===== src/sdr_pkg.sv =====
package sdr_pkg;

  // ==========================================================================
  // Descriptor kinds (values arbitrary, not taken from any part)
  localparam logic [7:0] SDR_KIND_SECURITY = 8'h30;
  localparam logic [7:0] SDR_KIND_CIPHER = 8'h31;
  localparam logic [7:0] SDR_KIND_KEY = 8'h32;

  // ==========================================================================
  // Cipher kind codes
  localparam logic [7:0] SDR_CODE_RSVD0 = 8'h00;
  localparam logic [7:0] SDR_CODE_CABLE_VIRTUAL_CIPHER = 8'h01;
  localparam logic [7:0] SDR_CODE_AES_COUNTER_MAC_CIPHER = 8'h02;
  localparam logic [7:0] SDR_CODE_RSVD3 = 8'h03;

  // ==========================================================================
  // Container header layout
  localparam logic [4:0] SDR_HDR_OFF_COUNT = 5'h00;
  localparam logic [4:0] SDR_HDR_OFF_KIND = 5'h01;
  localparam logic [4:0] SDR_HDR_OFF_TOTAL_LO = 5'h02;
  localparam logic [4:0] SDR_HDR_OFF_TOTAL_HI = 5'h03;
  localparam logic [4:0] SDR_HDR_OFF_ENTRIES = 5'h04;
  localparam logic [7:0] SDR_HDR_LEN = 8'h05;
  localparam logic [4:0] SDR_ENT0_BASE = 5'h05;
  localparam logic [4:0] SDR_ENT1_BASE = 5'h0a;

  // ==========================================================================
  // Cipher entry layout
  localparam logic [2:0] SDR_ENT_OFF_COUNT = 3'h0;
  localparam logic [2:0] SDR_ENT_OFF_KIND = 3'h1;
  localparam logic [2:0] SDR_ENT_OFF_CODE = 3'h2;
  localparam logic [2:0] SDR_ENT_OFF_PARAM = 3'h3;
  localparam logic [2:0] SDR_ENT_OFF_SLOT = 3'h4;
  localparam logic [7:0] SDR_ENT_LEN = 8'h05;

  // ==========================================================================
  // Key descriptor layout
  localparam logic [4:0] SDR_KEY_OFF_COUNT = 5'h00;
  localparam logic [4:0] SDR_KEY_OFF_KIND = 5'h01;
  localparam logic [4:0] SDR_KEY_OFF_IDENT = 5'h02;
  localparam logic [4:0] SDR_KEY_OFF_IDENT_END = 5'h04;
  localparam logic [4:0] SDR_KEY_OFF_PAD = 5'h05;
  localparam logic [4:0] SDR_KEY_OFF_DATA = 5'h06;
  localparam logic [7:0] SDR_KEY_BYTES = 8'h10;
  localparam logic [7:0] SDR_KEY_DESC_LEN = 8'h16;
  localparam logic [7:0] SDR_PAD_VALUE = 8'h00;
  localparam logic [7:0] SDR_NUM_SLOTS = 8'h04;

  // ==========================================================================
  // Request kinds and states
  localparam logic SDR_REQ_SECURITY = 1'b0;
  localparam logic SDR_REQ_KEY = 1'b1;

  typedef enum logic [1:0] {
    SDR_ST_IDLE = 2'b00,
    SDR_ST_SEC = 2'b01,
    SDR_ST_KEY = 2'b10
  } sdr_state_e;

endpackage


===== src/sdr_link_if.sv =====
`timescale 1ns/1ps
interface sdr_link_if;
  logic req_valid;
  logic req_kind;
  logic [1:0] req_slot;
  logic rsp_valid;
  logic [7:0] rsp_data;
  logic rsp_last;
  logic rsp_err;
  logic set_valid;
  logic [7:0] set_param;

  modport device (
    input req_valid, req_kind, req_slot, set_valid, set_param,
    output rsp_valid, rsp_data, rsp_last, rsp_err
  );

  modport host (
    output req_valid, req_kind, req_slot, set_valid, set_param,
    input rsp_valid, rsp_data, rsp_last, rsp_err
  );
endinterface


===== src/sdr_cipher_entry.sv =====
`timescale 1ns/1ps
module sdr_cipher_entry
  import sdr_pkg::*;
(
  input wire logic [2:0] offs_i,
  input wire logic [7:0] code_i,
  input wire logic [7:0] param_i,
  input wire logic [7:0] slot_i,
  output logic [7:0] byte_o
);

  always_comb begin
    case (offs_i)
      SDR_ENT_OFF_COUNT: byte_o = SDR_ENT_LEN;
      SDR_ENT_OFF_KIND: byte_o = SDR_KIND_CIPHER;
      SDR_ENT_OFF_CODE: byte_o = code_i;
      SDR_ENT_OFF_PARAM: byte_o = param_i;
      SDR_ENT_OFF_SLOT: byte_o = slot_i;
      default: byte_o = 8'h00;
    endcase
  end

endmodule


===== src/sdr_device_end.sv =====
`timescale 1ns/1ps
// Behaviour
// - Security request returns container contents only
// - Container never carries key descriptors
// - Header: count, kind, total size, entries
// - One cipher entry per supported mode
// - Entry: count, kind, code, param, slot
// - Slot non-zero only when usable for authentication
// - Non-zero slot names valid device auth key
// - Host picks entry by code, echoes param
// - Host never advertises its own capabilities
// - Key: count, kind, 3-byte ident, key bytes
// - Key pad byte always zero
// - Count byte equals own descriptor size
module sdr_device_end
  import sdr_pkg::*;
(
  input wire logic clk_i,
  input wire logic srst_i,
  sdr_link_if.device link,
  input wire logic cfg_cable_en_i,
  input wire logic [7:0] cfg_cable_param_i,
  input wire logic [7:0] cfg_cable_slot_i,
  input wire logic cfg_aes_en_i,
  input wire logic [7:0] cfg_aes_param_i,
  input wire logic [7:0] cfg_aes_slot_i,
  input wire logic key_wr_i,
  input wire logic [1:0] key_wr_slot_i,
  input wire logic key_wr_auth_i,
  input wire logic [23:0] key_wr_ident_i,
  input wire logic [127:0] key_wr_data_i,
  output logic enc_sel_valid_o,
  output logic [7:0] enc_sel_param_o,
  output logic busy_o
);

  // ==========================================================================
  // Key table
  logic [23:0] ident_r [4];
  logic [23:0] ident_nxt [4];
  logic [127:0] kdata_r [4];
  logic [127:0] kdata_nxt [4];
  logic [3:0] kvalid_r;
  logic [3:0] kvalid_nxt;
  logic [3:0] kauth_r;
  logic [3:0] kauth_nxt;

  always_comb begin
    ident_nxt = ident_r;
    kdata_nxt = kdata_r;
    kvalid_nxt = kvalid_r;
    kauth_nxt = kauth_r;
    // Slot 0 means no key, so it is never filled
    if (key_wr_i && key_wr_slot_i != 2'h0) begin
      ident_nxt[key_wr_slot_i] = key_wr_ident_i;
      kdata_nxt[key_wr_slot_i] = key_wr_data_i;
      kvalid_nxt[key_wr_slot_i] = 1'b1;
      kauth_nxt[key_wr_slot_i] = key_wr_auth_i;
    end
  end

  always_ff @(posedge clk_i) begin
    if (srst_i) begin
      for (int i = 0; i < 4; i++) begin
        ident_r[i] <= 24'h000000;
        kdata_r[i] <= 128'h0;
      end
      kvalid_r <= 4'h0;
      kauth_r <= 4'h0;
    end else begin
      ident_r <= ident_nxt;
      kdata_r <= kdata_nxt;
      kvalid_r <= kvalid_nxt;
      kauth_r <= kauth_nxt;
    end
  end

  // Slot advertised only if it holds a valid authentication key
  function automatic logic [7:0] usable_slot(input logic [7:0] s, input logic [3:0] ok,
                                             input logic [3:0] au);
    logic [1:0] i;
    i = s[1:0];
    if (s != 8'h00 && s < SDR_NUM_SLOTS && ok[i] && au[i]) begin
      usable_slot = s;
    end else begin
      usable_slot = 8'h00;
    end
  endfunction

  // ==========================================================================
  // Response engine
  sdr_state_e state_r;
  sdr_state_e state_nxt;
  logic [4:0] cnt_r;
  logic [4:0] cnt_nxt;
  logic [1:0] kslot_r;
  logic [1:0] kslot_nxt;
  logic [1:0] nent_r;
  logic [1:0] nent_nxt;
  logic [7:0] total_r;
  logic [7:0] total_nxt;
  logic [7:0] e0_code_r;
  logic [7:0] e0_code_nxt;
  logic [7:0] e0_param_r;
  logic [7:0] e0_param_nxt;
  logic [7:0] e0_slot_r;
  logic [7:0] e0_slot_nxt;
  logic [7:0] e1_slot_r;
  logic [7:0] e1_slot_nxt;
  logic [7:0] data_r;
  logic [7:0] data_nxt;
  logic valid_r;
  logic valid_nxt;
  logic last_r;
  logic last_nxt;
  logic err_r;
  logic err_nxt;
  logic sel_valid_r;
  logic sel_valid_nxt;
  logic [7:0] sel_param_r;
  logic [7:0] sel_param_nxt;
  logic [7:0] ent0_byte;
  logic [7:0] ent1_byte;
  logic [7:0] sec_byte;
  logic [7:0] key_byte;
  logic [7:0] end_cnt;
  logic [23:0] sel_ident;
  logic [127:0] sel_kdata;

  sdr_cipher_entry u_ent0 (
    .offs_i(3'(cnt_r - SDR_ENT0_BASE)),
    .code_i(e0_code_r),
    .param_i(e0_param_r),
    .slot_i(e0_slot_r),
    .byte_o(ent0_byte)
  );

  // Second entry exists only when both modes are enabled, so it is always AES
  sdr_cipher_entry u_ent1 (
    .offs_i(3'(cnt_r - SDR_ENT1_BASE)),
    .code_i(SDR_CODE_AES_COUNTER_MAC_CIPHER),
    .param_i(cfg_aes_param_i),
    .slot_i(e1_slot_r),
    .byte_o(ent1_byte)
  );

  always_comb begin
    sel_ident = ident_r[kslot_r];
    sel_kdata = kdata_r[kslot_r];
    case (cnt_r)
      SDR_HDR_OFF_COUNT: sec_byte = SDR_HDR_LEN;
      SDR_HDR_OFF_KIND: sec_byte = SDR_KIND_SECURITY;
      SDR_HDR_OFF_TOTAL_LO: sec_byte = total_r;
      SDR_HDR_OFF_TOTAL_HI: sec_byte = 8'h00;
      SDR_HDR_OFF_ENTRIES: sec_byte = {6'h00, nent_r};
      default: sec_byte = (cnt_r < SDR_ENT1_BASE) ? ent0_byte : ent1_byte;
    endcase
    if (cnt_r == SDR_KEY_OFF_COUNT) begin
      key_byte = SDR_KEY_DESC_LEN;
    end else if (cnt_r == SDR_KEY_OFF_KIND) begin
      key_byte = SDR_KIND_KEY;
    end else if (cnt_r <= SDR_KEY_OFF_IDENT_END) begin
      key_byte = sel_ident[{2'(cnt_r - SDR_KEY_OFF_IDENT), 3'h0} +: 8];
    end else if (cnt_r == SDR_KEY_OFF_PAD) begin
      key_byte = SDR_PAD_VALUE;
    end else begin
      key_byte = sel_kdata[{4'(cnt_r - SDR_KEY_OFF_DATA), 3'h0} +: 8];
    end
    end_cnt = (state_r == SDR_ST_KEY) ? SDR_KEY_DESC_LEN : total_r;
  end

  always_comb begin
    state_nxt = state_r;
    cnt_nxt = cnt_r;
    kslot_nxt = kslot_r;
    nent_nxt = nent_r;
    total_nxt = total_r;
    e0_code_nxt = e0_code_r;
    e0_param_nxt = e0_param_r;
    e0_slot_nxt = e0_slot_r;
    e1_slot_nxt = e1_slot_r;
    data_nxt = data_r;
    valid_nxt = 1'b0;
    last_nxt = 1'b0;
    err_nxt = 1'b0;
    sel_valid_nxt = link.set_valid;
    sel_param_nxt = link.set_valid ? link.set_param : sel_param_r;
    case (state_r)
      SDR_ST_IDLE: begin
        cnt_nxt = 5'h00;
        if (link.req_valid && link.req_kind == SDR_REQ_SECURITY) begin
          state_nxt = SDR_ST_SEC;
          nent_nxt = {1'b0, cfg_cable_en_i} + {1'b0, cfg_aes_en_i};
          total_nxt = SDR_HDR_LEN + 8'(SDR_ENT_LEN * {6'h00, nent_nxt});
          e0_code_nxt = cfg_cable_en_i ? SDR_CODE_CABLE_VIRTUAL_CIPHER
                                       : SDR_CODE_AES_COUNTER_MAC_CIPHER;
          e0_param_nxt = cfg_cable_en_i ? cfg_cable_param_i : cfg_aes_param_i;
          e0_slot_nxt = usable_slot(cfg_cable_en_i ? cfg_cable_slot_i : cfg_aes_slot_i,
                                    kvalid_r, kauth_r);
          e1_slot_nxt = usable_slot(cfg_aes_slot_i, kvalid_r, kauth_r);
        end else if (link.req_valid && link.req_kind == SDR_REQ_KEY) begin
          if (kvalid_r[link.req_slot] && link.req_slot != 2'h0) begin
            state_nxt = SDR_ST_KEY;
            kslot_nxt = link.req_slot;
          end else begin
            err_nxt = 1'b1;
          end
        end
      end
      SDR_ST_SEC, SDR_ST_KEY: begin
        valid_nxt = 1'b1;
        data_nxt = (state_r == SDR_ST_KEY) ? key_byte : sec_byte;
        cnt_nxt = cnt_r + 5'h01;
        if ({3'h0, cnt_r} == end_cnt - 8'h01) begin
          last_nxt = 1'b1;
          state_nxt = SDR_ST_IDLE;
        end
      end
      default: state_nxt = SDR_ST_IDLE;
    endcase
  end

  always_ff @(posedge clk_i) begin
    if (srst_i) begin
      state_r <= SDR_ST_IDLE;
      cnt_r <= 5'h00;
      kslot_r <= 2'h0;
      nent_r <= 2'h0;
      total_r <= SDR_HDR_LEN;
      e0_code_r <= SDR_CODE_RSVD0;
      e0_param_r <= 8'h00;
      e0_slot_r <= 8'h00;
      e1_slot_r <= 8'h00;
      data_r <= 8'h00;
      valid_r <= 1'b0;
      last_r <= 1'b0;
      err_r <= 1'b0;
      sel_valid_r <= 1'b0;
      sel_param_r <= 8'h00;
    end else begin
      state_r <= state_nxt;
      cnt_r <= cnt_nxt;
      kslot_r <= kslot_nxt;
      nent_r <= nent_nxt;
      total_r <= total_nxt;
      e0_code_r <= e0_code_nxt;
      e0_param_r <= e0_param_nxt;
      e0_slot_r <= e0_slot_nxt;
      e1_slot_r <= e1_slot_nxt;
      data_r <= data_nxt;
      valid_r <= valid_nxt;
      last_r <= last_nxt;
      err_r <= err_nxt;
      sel_valid_r <= sel_valid_nxt;
      sel_param_r <= sel_param_nxt;
    end
  end

  assign link.rsp_valid = valid_r;
  assign link.rsp_data = data_r;
  assign link.rsp_last = last_r;
  assign link.rsp_err = err_r;
  assign enc_sel_valid_o = sel_valid_r;
  assign enc_sel_param_o = sel_param_r;
  assign busy_o = (state_r != SDR_ST_IDLE);

endmodule


===== src/flat_wrapper.sv =====
// flat-port wrapper written by rule: the top's interface ports become plain ports
module sdr_device_end_flat import sdr_pkg::*;
  (clk_i, srst_i, cfg_cable_en_i, cfg_cable_param_i, cfg_cable_slot_i, cfg_aes_en_i, cfg_aes_param_i, cfg_aes_slot_i, key_wr_i, key_wr_slot_i, key_wr_auth_i, key_wr_ident_i, key_wr_data_i, enc_sel_valid_o, enc_sel_param_o, busy_o, link_req_valid, link_req_kind, link_req_slot, link_set_valid, link_set_param, link_rsp_valid, link_rsp_data, link_rsp_last, link_rsp_err);
  sdr_link_if link_i ();
  input wire logic clk_i;
  input wire logic srst_i;
  input wire logic cfg_cable_en_i;
  input wire logic [7:0] cfg_cable_param_i;
  input wire logic [7:0] cfg_cable_slot_i;
  input wire logic cfg_aes_en_i;
  input wire logic [7:0] cfg_aes_param_i;
  input wire logic [7:0] cfg_aes_slot_i;
  input wire logic key_wr_i;
  input wire logic [1:0] key_wr_slot_i;
  input wire logic key_wr_auth_i;
  input wire logic [23:0] key_wr_ident_i;
  input wire logic [127:0] key_wr_data_i;
  output logic enc_sel_valid_o;
  output logic [7:0] enc_sel_param_o;
  output logic busy_o;
  input wire logic [$bits(link_i.req_valid)-1:0] link_req_valid;
  input wire logic [$bits(link_i.req_kind)-1:0] link_req_kind;
  input wire logic [$bits(link_i.req_slot)-1:0] link_req_slot;
  input wire logic [$bits(link_i.set_valid)-1:0] link_set_valid;
  input wire logic [$bits(link_i.set_param)-1:0] link_set_param;
  output wire logic [$bits(link_i.rsp_valid)-1:0] link_rsp_valid;
  output wire logic [$bits(link_i.rsp_data)-1:0] link_rsp_data;
  output wire logic [$bits(link_i.rsp_last)-1:0] link_rsp_last;
  output wire logic [$bits(link_i.rsp_err)-1:0] link_rsp_err;
  assign link_i.req_valid = link_req_valid;
  assign link_i.req_kind = link_req_kind;
  assign link_i.req_slot = link_req_slot;
  assign link_i.set_valid = link_set_valid;
  assign link_i.set_param = link_set_param;
  assign link_rsp_valid = link_i.rsp_valid;
  assign link_rsp_data = link_i.rsp_data;
  assign link_rsp_last = link_i.rsp_last;
  assign link_rsp_err = link_i.rsp_err;
  sdr_device_end u_core (.clk_i(clk_i), .srst_i(srst_i), .link(link_i), .cfg_cable_en_i(cfg_cable_en_i), .cfg_cable_param_i(cfg_cable_param_i), .cfg_cable_slot_i(cfg_cable_slot_i), .cfg_aes_en_i(cfg_aes_en_i), .cfg_aes_param_i(cfg_aes_param_i), .cfg_aes_slot_i(cfg_aes_slot_i), .key_wr_i(key_wr_i), .key_wr_slot_i(key_wr_slot_i), .key_wr_auth_i(key_wr_auth_i), .key_wr_ident_i(key_wr_ident_i), .key_wr_data_i(key_wr_data_i), .enc_sel_valid_o(enc_sel_valid_o), .enc_sel_param_o(enc_sel_param_o), .busy_o(busy_o));
endmodule

===== config.mk =====
export PLATFORM = sky130hd
export DESIGN_NAME = sdr_device_end_flat
export DESIGN_NICKNAME = d
export VERILOG_FILES = /design/src/sdr_pkg.sv /design/src/sdr_link_if.sv /design/src/sdr_cipher_entry.sv /design/src/sdr_device_end.sv /design/src/flat_wrapper.sv
export SDC_FILE = /design/constraint.sdc
export NUM_CORES = 1
export LEC_CHECK = 0
export BUFFER_PORTS_ARGS = -buffer_cell sky130_fd_sc_hd__clkbuf_2
export CAP_MARGIN = 0
export CELL_PAD_IN_SITES_DETAIL_PLACEMENT = 0
export CELL_PAD_IN_SITES_GLOBAL_PLACEMENT = 1
export CORE_MARGIN = 5
export CORE_UTILIZATION = 40
export CTS_CLUSTER_DIAMETER = 40
export DETAILED_ROUTE_END_ITERATION = 8
export PLACE_DENSITY = 0.7
export SLEW_MARGIN = 30
export SYNTH_ARGS = -nofsm -noshare
export SYNTH_HDL_FRONTEND = slang
export SYNTH_SLANG_ARGS = --single-unit

===== constraint.sdc =====
create_clock -name clk_i -period 9.1 [get_ports clk_i]
set_input_delay 1.365 -clock clk_i [delete_from_list [all_inputs] [get_ports clk_i]]
set_output_delay 1.365 -clock clk_i [all_outputs]
set_load 0.02 [all_outputs]

==> results_dict.tcl <==
set metrics [dict create \
    netlist_area_mm2 0.0282 \
    dr_wl_met3_um 6840 \
    dp_hpwl_um 55800 \
    drv_cap 0 \
    grt_pass1_wl_um 138000 \
    dieWidth_um 276 \
    dr.pass1.iters 5 \
    final_nets 3514 \
    initial_core_util 0.403 \
    async_reset_ff_frac 0 \
    cts_tree "built" \
    via_count 23384 \
    cts-hold-fix-buffers 0 \
    io_pins 226 \
    layout.cells.non_filler 4326 \
    netSwitchingPower_mw 1.88 \
    drtIter0Drc 1841 \
    required_ns 9.64 \
    die_y_um 276 \
    yosysWarnings 0 \
    synthFlopType "dfxtp_1" \
    max_freq_mhz 243 \
    seq_power_share 0.398 \
    ys_top_cells_by_count "nand2_1, dfxtp_1, a21oi_1" \
    grt_antenna_before_repair 3 \
    final_util 0.479 \
    reg2regPathDepth 8 \
    antenna_cells 0 \
    rsz0062_at_grt "no" \
    synth_nets 3411 \
    worst_pin_slew_ns 1.10 \
    final-hold-violation-count 0 \
    grt_usage 0.233 \
    grt_max_degree 206 \
    cts_root_buffer "clkbuf_16" \
    start_kind "flop" \
    pwr-share-comb 0.056 \
    dp_cells 4126 \
    hold_ws_ns 0.450 \
    p_int_mw 5.87 \
    switching_share 0.242 \
    yosysMostFrequentCell "nand2_1" \
    vias_per_cell 5.41 \
    cts_resized 0 \
    cp_data_arrival_time_ns 4.65 \
    drc_errors 0 \
    synth_seq_area_share 0.478 \
    synth_edf_count 0 \
    core_mm2 0.0700 \
    drv_slew 0 \
    power.leakage_nw 12.0 \
    setup_viol 0 \
    outcome "complete, no violations" \
    power_frac_clock 0.546 \
    globalRoute.totalOverflow 0 \
    detail-route-antenna-nets 0 \
    drive_gt1_frac 0.176 \
    path_clk_slew_ns 0.06 \
    routed_wl_um 91200 \
    row_count 97 \
    highest_layer "met5" \
    routedWlPerCell_um 21.1 \
    hold_path_class "reg -> reg" \
    synth_seq_cells 674 \
    yosysTopAreaCellShare 0.478 \
    skew_ns 0.0137 \
    synth_largest_area_cell "dfxtp_1" \
    fin_crit_ns 4.11 \
    place.gp.congestion 0.846 \
    ir_drop_uv 148 \
    crit_type "reg -> reg" \
    synth.distinct_cells 73 \
    clkLatencyLatePin_ns 0.66 \
    power_density_mw_per_mm2 231 \
    wl_met1_um 40400 \
    relSlewSlack 0.267 \
    grt_pass1_vias 22690 \
    syn_avg_cell_area_um2 8.85 \
    areaGrowthSynthToFinish_pct 18.9 \
    setup-tns-final_ns 0 \
    numCtsBuffers 105 \
    hold_depth 2 \
    synth_area_leaders "dfxtp_1, nand2_1, mux4_2" \
    cts.path.max_buffers 3 \
    fp.dieArea_mm2 0.0760 \
    cts.sinks 674 \
    end_kind "flop" \
    crit_fanout 80 \
    numPortBuffers 225 \
    syn_inst 3191 \
    fillerInstances 6582 \
    wl_met2_um 41000 \
    fin_crit_sh 0.452 \
    htree_levels 3 \
    cts_setup_buffers 0 \
]
==> cell usage in the layout, fill, tap and decap left out, types with 10 or more instances in the layout <==
master,n
nand2_1,994
dfxtp_1,670
a21oi_1,508
clkbuf_2,224
nor2b_1,160
mux4_2,135
clkbuf_16,106
nor2_1,85
mux2i_1,78
o21ai_0,23
a211oi_1,22
buf_4,21
nand3_1,20
and2_1,19
inv_1,16
bufinv_16,15
clkinvlp_4,15
nor3_1,14
inv_6,14
nand2b_1,13
ha_1,13
a22oi_1,12
clkinv_2,12
clkbuf_8,12
o22ai_1,10
clkbuf_1,10
==> power by group through the flow <==
stage                     Sequential [mW]  Clock (mW)  Combinational [mW]
after detailed placement             3.14           0               0.431
after floorplan                      3.13           0               0.248
final                                3.08        4.23               0.435
after global routing                 3.09        4.45               0.474
after CTS                            3.08        4.30               0.432
after global placement               3.14           0               0.423
==> worst paths after layout <==
kind                             endpoint  slack, ns               start
setup / recovery  u_core.link.rsp_data[6]       4.99   u_core.kslot_r[0]
hold / removal         u_core.kdata_r[31]       0.45  u_core.kdata_r[31]
setup reg to reg  u_core.link.rsp_data[6]       4.99   u_core.kslot_r[0]
hold reg to reg        u_core.kdata_r[31]       0.45  u_core.kdata_r[31]
==> worst max-delay path, stage by stage, from the launching register on <==
cell,delay (ns)
dfxtp_4,0.71
buf_12,0.58
buf_4,0.75
mux4_2,0.58
nand2_1,0.08
nand2_1,0.06
a221oi_1,0.60
nor4b_1,0.17
or3b_1,0.40
==> area by class of cell <==
| type | count | area [um2] | area share |
|---|---|---|---|
| clock buffers | 128 | 2860 | 0.0851 |
| clock inverters | 71 | 942 | 0.0281 |
| inverters | 17 | 63.8 | 0.00190 |
| multi-input cells | 2242 | 13600 | 0.405 |
| flip-flops and latches | 674 | 13500 | 0.402 |
| well taps | 940 | 1180 | 0.0350 |
| repair buffers | 254 | 1440 | 0.0430 |
==> stage by stage <==
stage | cell area (um2) | total power [mW] | setup WS (ns)
finish | 33600 | 7.74 | 4.99
detailed placement | 29700 | 3.57 | 4.87
global placement | 29700 | 3.56 | 4.93
CTS | 33500 | 7.81 | 4.93
floorplan | 28200 | 3.38 | 6.19
global route | 33600 | 8.01 | 4.68
==> per-layer routing <==
| metal | track usage | vias up |
|---|---|---|
| li1 | - | 11083 |
| met1 | 0.320 | 11332 |
| met2 | 0.365 | 811 |
| met3 | 0.0491 | 150 |
| met4 | 0.0836 | 8 |
| met5 | 0 | - |
==> flip-flops by register name, indices dropped and copies added (netlist names), 2 cells and up <==
name and flops:
u_core.e0_param_r 8, u_core.kauth_r 3, u_core.enc_sel_param_o 8, u_core.cnt_r 5, u_core.state_r 2, u_core.nent_r 2, u_core.e0_code_r 2, u_core.e0_slot_r 8
u_core.ident_r 96, u_core.e1_slot_r 8, u_core.kdata_r 512, u_core.kvalid_r 3, u_core.total_r 3, u_core.kslot_r 2, u_core.link.rsp_data 8
==> cell families (layout without fill, tap and decap cells) <==
logic type | Yosys count | count (layout) | synth area share
and+or+nand+nor | 1345 | 1345 | 0.202
xor gates and xnor gates | 6 | 6 | 0.00186
adders and majority gates | 16 | 16 | 0.00700
muxes | 219 | 219 | 0.139
DFF | 674 | 674 | 0.478
AOI/OAI and AO/OA | 656 | 656 | 0.129
buffers and inverters | 275 | 470 | 0.0429
Power figures use the tool's default switching activity.
